### config.mk
export PLATFORM = sky130hd
export DESIGN_NAME = pwm_dither_top
export DESIGN_NICKNAME = d
export VERILOG_FILES = /design/src/hdl/pwm_dither_pkg.sv /design/src/hdl/pwm_dither_top.sv /design/src/hdl/pwm_subcycle_engine.sv
export SDC_FILE = /design/constraint.sdc
export NUM_CORES = 1
export LEC_CHECK = 0
export BUFFER_PORTS_ARGS = -buffer_cell sky130_fd_sc_hd__buf_4
export CAP_MARGIN = 30
export CELL_PAD_IN_SITES_DETAIL_PLACEMENT = 2
export CELL_PAD_IN_SITES_GLOBAL_PLACEMENT = 2
export CORE_ASPECT_RATIO = 0.7
export CORE_UTILIZATION = 29
export DETAILED_ROUTE_END_ITERATION = 10
export PLACE_DENSITY = 0.85
export SYNTH_ARGS = -nofsm -noshare
export SYNTH_HDL_FRONTEND = slang
export SYNTH_SLANG_ARGS = --single-unit
### constraint.sdc
create_clock -name mclk_in -period 3.8 [get_ports mclk_in]
set_clock_uncertainty 0.05 [all_clocks]
set_input_delay 0.57 -clock mclk_in [delete_from_list [all_inputs] [get_ports mclk_in]]
set_output_delay 0.57 -clock mclk_in [all_outputs]
set_load 0.1 [all_outputs]
### src/hdl/pwm_dither_pkg.sv
// Constants, register map and field layout of the dithered PWM channel

package pwm_dither_pkg;

    // -------------------------------------------------------------------
    // Bus geometry
    // -------------------------------------------------------------------
    localparam int ADDR_W = 8;
    localparam int DATA_W = 32;
    localparam int BE_W   = 4;
    localparam int DUTY_W = 8;

    // -------------------------------------------------------------------
    // Register byte offsets
    // -------------------------------------------------------------------
    localparam logic [ADDR_W-1:0] OFS_DUTY      = 8'h00;
    localparam logic [ADDR_W-1:0] OFS_CFG_A     = 8'h04;
    localparam logic [ADDR_W-1:0] OFS_PORT_DATA = 8'h08;
    localparam logic [ADDR_W-1:0] OFS_PORT_DIR  = 8'h0C;
    localparam logic [ADDR_W-1:0] OFS_PULLUP    = 8'h10;
    localparam logic [ADDR_W-1:0] OFS_STATUS    = 8'h14;

    // -------------------------------------------------------------------
    // Field positions and reset values
    // -------------------------------------------------------------------
    localparam int CFG_MODE_BIT  = 5;                 // 1: 7+1 mode
    localparam int CFG_PSEL_BIT  = 3;                 // 1: pin is PWM
    localparam logic [DUTY_W-1:0] CFG_A_MASK = 8'h28;
    localparam int PORT_PIN_BIT  = 4;                 // Pin bit in port regs
    localparam logic [DUTY_W-1:0] DUTY_RST   = 8'h00;
    localparam logic [DUTY_W-1:0] CFG_A_RST  = 8'h00;
    localparam logic PORT_DATA_RST = 1'b0;
    localparam logic PORT_DIR_RST  = 1'b1;            // Input after reset
    localparam logic PULLUP_RST    = 1'b0;
    localparam int ST_COUNT_LSB  = 0;
    localparam int ST_DUTY_LSB   = 8;
    localparam int ST_WAVE_BIT   = 16;
    localparam int ST_MODE_BIT   = 17;
    localparam int ST_PIN_BIT    = 18;

    // -------------------------------------------------------------------
    // Cycle geometry
    // -------------------------------------------------------------------
    localparam int CYCLE_CLKS    = 256;
    localparam logic [DUTY_W-1:0] CNT_LAST   = 8'hFF;
    localparam logic [DUTY_W-1:0] CNT_FIRST  = 8'h00;
    localparam int C62_LSB       = 2;                 // Coarse field, 6+2
    localparam int C71_LSB       = 1;                 // Coarse field, 7+1
    localparam int SUB62_LSB     = 6;                 // 64-clock sub-cycles
    localparam int SUB71_LSB     = 7;                 // 128-clock sub-cycles
    localparam logic [DUTY_W-1:0] POS62_MASK = 8'h3F;
    localparam logic [DUTY_W-1:0] POS71_MASK = 8'h7F;
    localparam logic [DUTY_W-1:0] FINE62_MASK = 8'h03;
    localparam logic [DUTY_W-1:0] FINE71_MASK = 8'h01;
    localparam int CLK_PERIOD_NS = 100;

    // -------------------------------------------------------------------
    // Bus handshake states
    // -------------------------------------------------------------------
    typedef enum logic [1:0] {
        BUS_IDLE = 2'b01,
        BUS_DONE = 2'b10
    } bus_state_t;

endpackage

### src/hdl/pwm_dither_top.sv
// Dithered 8-bit PWM channel with shared pin and Avalon-MM registers
//
// Local design decisions: the Avalon-MM register port and the register offsets.
`timescale 1ns/1ps

module pwm_dither_top (
    // Clock, reset, enable
    input  wire logic                                mclk_in,
    input  wire logic                                rst_in,
    input  wire logic                                ce_in,
    // Avalon-MM slave
    input  wire logic [pwm_dither_pkg::ADDR_W-1:0]   address_in,
    input  wire logic                                read_in,
    input  wire logic                                write_in,
    input  wire logic [pwm_dither_pkg::DATA_W-1:0]   writedata_in,
    input  wire logic [pwm_dither_pkg::BE_W-1:0]     byteenable_in,
    output logic      [pwm_dither_pkg::DATA_W-1:0]   readdata_out,
    output logic                                     waitrequest_out,
    // Shared pin
    input  wire logic                                pwm_pin_0_in,
    output logic                                     pwm_pin_0_out,
    output logic                                     pwm_pin_0_oe_n_out,
    output logic                                     pwm_pin_0_pull_high_out
);
    import pwm_dither_pkg::*;

    // ---------------------------------------------------------------
    // Declarations
    // ---------------------------------------------------------------
    bus_state_t        bus_state;
    bus_state_t        next_bus_state;
    logic [DUTY_W-1:0] duty_value_reg;
    logic [DUTY_W-1:0] pwm_config_reg_a;
    logic              port_a_output;
    logic              port_a_direction;
    logic              port_a_pullup;
    logic              pin_in_q;
    logic [DUTY_W-1:0] count;
    logic [DUTY_W-1:0] duty_hold;
    logic              mode_hold;
    logic [1:0]        sub_index;
    logic [DUTY_W-1:0] high_time;
    logic              wave;
    logic              req;
    logic              commit_wr;
    logic              lane0;
    logic              hit_duty;
    logic              hit_cfg_a;
    logic              hit_data;
    logic              hit_dir;
    logic              hit_pullup;
    logic              hit_status;
    logic [DATA_W-1:0] status_word;
    logic [DATA_W-1:0] rd_mux;
    logic              pwm_select;
    logic              mode_select;
    logic              next_pin_out;

    // ---------------------------------------------------------------
    // Waveform engine
    // ---------------------------------------------------------------
    pwm_subcycle_engine #(
        .CNT_W (DUTY_W)
    ) engine (
        .mclk_in       (mclk_in),
        .rst_in        (rst_in),
        .ce_in         (ce_in),
        .duty_in       (duty_value_reg),
        .mode_in       (mode_select),
        .count_out     (count),
        .duty_hold_out (duty_hold),
        .mode_hold_out (mode_hold),
        .sub_index_out (sub_index),
        .high_time_out (high_time),
        .wave_out      (wave)
    );

    // ---------------------------------------------------------------
    // Address decode and write strobe
    // ---------------------------------------------------------------
    assign req        = read_in | write_in;
    assign commit_wr  = ce_in & write_in & ~waitrequest_out & (bus_state == BUS_DONE);
    assign lane0      = byteenable_in[0];
    assign hit_duty   = (address_in == OFS_DUTY);
    assign hit_cfg_a  = (address_in == OFS_CFG_A);
    assign hit_data   = (address_in == OFS_PORT_DATA);
    assign hit_dir    = (address_in == OFS_PORT_DIR);
    assign hit_pullup = (address_in == OFS_PULLUP);
    assign hit_status = (address_in == OFS_STATUS);

    // Configuration bits steering the engine and the pin
    assign mode_select = pwm_config_reg_a[CFG_MODE_BIT];
    assign pwm_select  = pwm_config_reg_a[CFG_PSEL_BIT];

    // Status word shows the engine's state and the sampled pin input
    assign status_word = (DATA_W'(count) << ST_COUNT_LSB)
                       | (DATA_W'(duty_hold) << ST_DUTY_LSB)
                       | (DATA_W'(wave) << ST_WAVE_BIT)
                       | (DATA_W'(mode_hold) << ST_MODE_BIT)
                       | (DATA_W'(pin_in_q) << ST_PIN_BIT);

    // Read selection, unmapped addresses read as zero
    assign rd_mux = hit_duty   ? DATA_W'(duty_value_reg)
                  : hit_cfg_a  ? DATA_W'(pwm_config_reg_a)
                  : hit_data   ? (DATA_W'(port_a_output) << PORT_PIN_BIT)
                  : hit_dir    ? (DATA_W'(port_a_direction) << PORT_PIN_BIT)
                  : hit_pullup ? (DATA_W'(port_a_pullup) << PORT_PIN_BIT)
                  : hit_status ? status_word
                  : '0;

    // Next handshake state, one wait cycle per request
    assign next_bus_state = (bus_state == BUS_IDLE && req) ? BUS_DONE : BUS_IDLE;

    // ---------------------------------------------------------------
    // Bus handshake
    // ---------------------------------------------------------------
    always_ff @(posedge mclk_in or posedge rst_in) begin
        if (rst_in) begin
            bus_state       <= BUS_IDLE;
            waitrequest_out <= 1'b1;
            readdata_out    <= '0;
        end else if (ce_in) begin
            bus_state       <= next_bus_state;
            waitrequest_out <= (next_bus_state != BUS_DONE);
            if (bus_state == BUS_IDLE && read_in) begin
                readdata_out <= rd_mux;
            end
        end
    end

    // ---------------------------------------------------------------
    // Software registers, written on the accepting edge
    // ---------------------------------------------------------------
    always_ff @(posedge mclk_in or posedge rst_in) begin
        if (rst_in) begin
            duty_value_reg   <= DUTY_RST;
            pwm_config_reg_a <= CFG_A_RST;
            port_a_output    <= PORT_DATA_RST;
            port_a_direction <= PORT_DIR_RST;
            port_a_pullup    <= PULLUP_RST;
        end else if (commit_wr && lane0) begin
            if (hit_duty) begin
                duty_value_reg <= writedata_in[DUTY_W-1:0];
            end
            if (hit_cfg_a) begin
                pwm_config_reg_a <= writedata_in[DUTY_W-1:0] & CFG_A_MASK;
            end
            if (hit_data) begin
                port_a_output <= writedata_in[PORT_PIN_BIT];
            end
            if (hit_dir) begin
                port_a_direction <= writedata_in[PORT_PIN_BIT];
            end
            if (hit_pullup) begin
                port_a_pullup <= writedata_in[PORT_PIN_BIT];
            end
        end
    end

    // Pin level: PWM gated by port data, or plain port data
    assign next_pin_out = pwm_select ? (port_a_output & wave)
                                     : port_a_output;

    // ---------------------------------------------------------------
    // Shared pin drivers
    // ---------------------------------------------------------------
    always_ff @(posedge mclk_in or posedge rst_in) begin
        if (rst_in) begin
            pwm_pin_0_out           <= 1'b0;
            pwm_pin_0_oe_n_out      <= 1'b1;
            pwm_pin_0_pull_high_out <= 1'b0;
            pin_in_q                <= 1'b0;
        end else if (ce_in) begin
            pwm_pin_0_out           <= next_pin_out;
            pwm_pin_0_oe_n_out      <= port_a_direction;
            pwm_pin_0_pull_high_out <= port_a_direction & port_a_pullup;
            pin_in_q                <= pwm_pin_0_in;
        end
    end
endmodule

### src/hdl/pwm_subcycle_engine.sv
// Free-running 256-clock counter and sub-cycle dither waveform
`timescale 1ns/1ps

module pwm_subcycle_engine #(
    parameter int CNT_W = 8
) (
    // Clock, reset, enable
    input  wire logic             mclk_in,
    input  wire logic             rst_in,
    input  wire logic             ce_in,
    // Settings from software
    input  wire logic [CNT_W-1:0] duty_in,
    input  wire logic             mode_in,
    // Engine state
    output logic      [CNT_W-1:0] count_out,
    output logic      [CNT_W-1:0] duty_hold_out,
    output logic                  mode_hold_out,
    output logic      [1:0]       sub_index_out,
    output logic      [CNT_W-1:0] high_time_out,
    output logic                  wave_out
);
    import pwm_dither_pkg::*;

    logic [CNT_W-1:0] pos;
    logic [CNT_W-1:0] coarse_duty;
    logic [1:0]       fine_extra_count;
    logic             extra;

    // ---------------------------------------------------------------
    // Counter and settings taken at the cycle boundary
    // ---------------------------------------------------------------
    always_ff @(posedge mclk_in or posedge rst_in) begin
        if (rst_in) begin
            count_out     <= '0;
            duty_hold_out <= DUTY_RST;
            mode_hold_out <= 1'b0;
        end else if (ce_in) begin
            count_out <= count_out + 1'b1;
            if (count_out == CNT_LAST) begin
                duty_hold_out <= duty_in;
                mode_hold_out <= mode_in;
            end
        end
    end

    // Split counter and duty by mode
    assign sub_index_out    = mode_hold_out ? 2'(count_out >> SUB71_LSB)
                                            : 2'(count_out >> SUB62_LSB);
    assign pos              = mode_hold_out ? (count_out & POS71_MASK)
                                            : (count_out & POS62_MASK);
    assign coarse_duty      = mode_hold_out ? (duty_hold_out >> C71_LSB)
                                            : (duty_hold_out >> C62_LSB);
    assign fine_extra_count = mode_hold_out ? 2'(duty_hold_out & FINE71_MASK)
                                            : 2'(duty_hold_out & FINE62_MASK);

    // High time and waveform, high from sub-cycle start
    assign extra         = (sub_index_out < fine_extra_count);
    assign high_time_out = coarse_duty + CNT_W'(extra);
    assign wave_out      = (pos < high_time_out);

endmodule

==> flow_summary_export.csv <==
group,metric,value,unit
outcome,outcome,"complete, no violations",
global_routing,overflow,0,
logic_synthesis,ys_seq_area_share,47.9,%
logic_synthesis,syn_avg_cell_area,11.1,sq um
setup_path,required,3.93,ns
floorplanning,initial_utilization,29.7,%
route,postRouteAntennaNets,0,
logic_synthesis,synth_common_cells,"52 x dfrtp_1, 31 x mux2_2, 29 x nand2_1, 13 x buf_4, 11 x a22o_1",
setup_path,reg2regPathDepth,14,
setup_path,setup.worst_path.start_class,"flip-flop",
timing,finalSetupTns,0,ns
route,vias,2131,
route,drtIter0Drc,75,
floorplanning,row_count,30,
min_path,min_path_type,"in2async",
setup_path,reg2reg_slack,0.22,ns
setup_path,worstReg2RegEnd,"readdata_out[16]$_DFFE_PP0P_",
logic_synthesis,ys_top_cells_by_area,"dfrtp_1 45%, mux2_2 12%, ha_1 4.3%",
global_routing,grt_pass1_wl,12700,um
placed_design,place_hpwl,5730,um
clock_tree,htree_levels,2,
final_layout,largest_reg_flops,19,
floorplanning,die_w,121,um
pwr,p_per_area,450,nW/um^2
clock_tree,cts_root_buf,"clkbuf_16",
floorplanning,core-area,9680,sq um
final_layout,regMostFlops,"readdata_out",
global_routing,track_usage,16.2,%
placed_design,io_buffers,45,
clock_tree,cts-hold-fix-buffers,0,
setup_path,arrival,3.72,ns
logic_synthesis,ys_seq_elements,55,
final_layout,ff_latch_area,1380,sq um
timing,whs,0.244,ns
clock_tree,clock_latency,0.30,ns
floorplanning,die_y,85.4,um
timing,worst_slack,0.218,ns
clock_tree,cts_tree,"done",
final_layout,multiInputGateArea,1370,sq um
logic_synthesis,syn_area,2880,sq um
final_layout,drive_above_1_share,32.0,%
final_layout,design_area,3470,sq um
pwr,ir_drop,0.000167,V
clock_tree,clk_path_buf_depth,2,
global_routing,grt_pass1_vias,2355,
global_routing,antenna_found_initial,0,
setup_path,worstSetupEndpoint,"readdata_out[16]$_DFFE_PP0P_",
setup_path,end_kind,"flip-flop",
route,firstDrtPassIters,4,
logic_synthesis,yosys_warnings,0,
route,remaining_drc_errors,0,
floorplanning,io_pins,86,
logic_synthesis,yosysMostFrequentCell,"dfrtp_1",
job,maxCapViolCount,0,
final_layout,layout.nets,362,
route,viasPerCell,4.94,
final_layout,synthToLayoutAreaGrowth,20.6,%
placed_design,placedInstanceArea,3300,sq um
route,wl_per_cell,17.6,um
timing,fin_crit,3.58,ns
clock_tree,cts_buffers,5,
timing,finalSetupViolCount,0,
final_layout,antenna_cells,0,
logic_synthesis,synth_cell_types,46,
setup_path,r2r_start,"engine.mode_hold_out$_DFFE_PP0P_",
timing,worst_pin_slew,0.833,ns
final_layout,instances_no_fill,431,
placed_design,pre_cts_ws,0.171,ns
logic_synthesis,synth_ff_type,"dfrtp_1",
logic_synthesis,yosys.area.top_type_share,45.2,%
floorplanning,die-area,10300,sq um
logic_synthesis,yosysTopAreaCell,"dfrtp_1",
timing,slew_headroom,44.3,%
route,drt-total-wl,7580,um
placed_design,dp_cells,423,
setup_path,crit_type,"reg2reg",
logic_synthesis,synth_cells,259,
global_routing,grt_max_degree,34,
logic_synthesis,async_flop_share,100,%
pwr,p_leak,1.63,nW
logic_synthesis,synth_edf_count,0,
timing,fin_crit_sh,94.3,%
clock_tree,clk_pin_slew_worst_paths,0.07,ns
timing,max_freq,279,MHz
placed_design,routabilityCongestion,0.767,
setup_path,cp-startpoint,"engine.mode_hold_out$_DFFE_PP0P_",
final_layout,fillers,1034,
setup_path,path_max_fanout,5,
timing,finalHoldViolCount,0,
clock_tree,cts.sinks,55,
timing,drv_slew,0,
-- stage by stage --
stage,power (mW),util (%)
after floorplan,0.939,-
after global placement,1.01,33.9
after detailed placement,1.04,34.1
after CTS,1.58,35.8
after global routing,1.64,35.9
final,1.56,35.9
-- routing by layer --
metal / wire length (um) / track usage (%) / vias to the layer above
met3: 246 / 3.49 / 8
met1: 3650 / 21.6 / 1095
met5: 0 / 0 / -
met4: 126 / 5.50 / 0
met2: 3560 / 25.9 / 36
li1: - / - / 992
-- repair_timing --
| action | CTS | global route |
|---|---|---|
| setup endpoints to repair | 0 | 2 |
| gates resized for setup | 0 | 2 |
| setup buffers | 0 | 0 |
-- how the worst min path moves through the flow --
stage,to,depth (start not counted)
3_3_place_gp,readdata_out[2]$_DFFE_PP0P_,2
5_1_grt,duty_value_reg[0]$_DFFE_PP0P_,2
2_1_floorplan,readdata_out[18]$_DFFE_PP0P_,1
4_1_cts,duty_value_reg[0]$_DFFE_PP0P_,2
6_report,duty_value_reg[0]$_DFFE_PP0P_,2
3_5_place_dp,readdata_out[1]$_DFFE_PP0P_,2
-- power by group --
part,switching [mW],internal (mW)
clock network,0.219,0.314
logic,0.200,0.117
registers,0.0836,0.630
-- placed cells by master (no fill, tap or decap), drive strengths merged, types with 2 or more instances in the layout --
| master | instances |
|---|---|
| a21o | 2 |
| a21oi | 6 |
| a221o | 2 |
| a22o | 11 |
| a22oi | 7 |
| and3 | 2 |
| buf | 48 |
| clkbuf | 6 |
| conb | 13 |
| dfrtp | 52 |
| dfstp | 3 |
| ha | 10 |
| inv | 6 |
| mux2 | 31 |
| mux2i | 3 |
| nand2 | 29 |
| nand2b | 4 |
| nand3 | 9 |
| nand4 | 5 |
| nor2 | 9 |
| nor2b | 6 |
| nor3 | 2 |
| nor4 | 2 |
| o211ai | 2 |
| o21a | 3 |
| o21ai | 8 |
| xnor2 | 5 |
| xor2 | 3 |
-- cell families after synthesis --
family	after synthesis	share of synthesized area, %
other	1	0.130
adders and majority gates	10	4.35
and+or+nand+nor	74	13.7
muxes	34	13.2
xor gates and xnor gates	8	2.43
AOI/OAI and AO/OA	48	12.1
DFF	55	47.9
buffers and inverters	29	6.13
-- layout make-up --
class / instances / area share (%)
Sequential cell: 55 / 39.7
Multi-Input combinational cell: 187 / 39.6
Timing Repair Buffer: 48 / 10.7
Tap cell: 128 / 4.61
Clock buffer: 6 / 3.71
Clock inverter: 2 / 1.12
Inverter: 5 / 0.540
-- critical path, stage by stage, from the launching register on --
cell and delay (ns):
dfrtp_1 0.46, nand2b_1 0.18, ha_1 0.28, a21oi_1 0.21, ha_1 0.26, nand2_1 0.11
a21oi_2 0.19, nor2b_2 0.23, mux2_2 0.36, a32oi_1 0.20, ha_1 0.17, nand3_1 0.08
o31ai_1 0.28, o41ai_1 0.18, a22o_1 0.23
No activity file was read; power rests on OpenSTA's default activity.
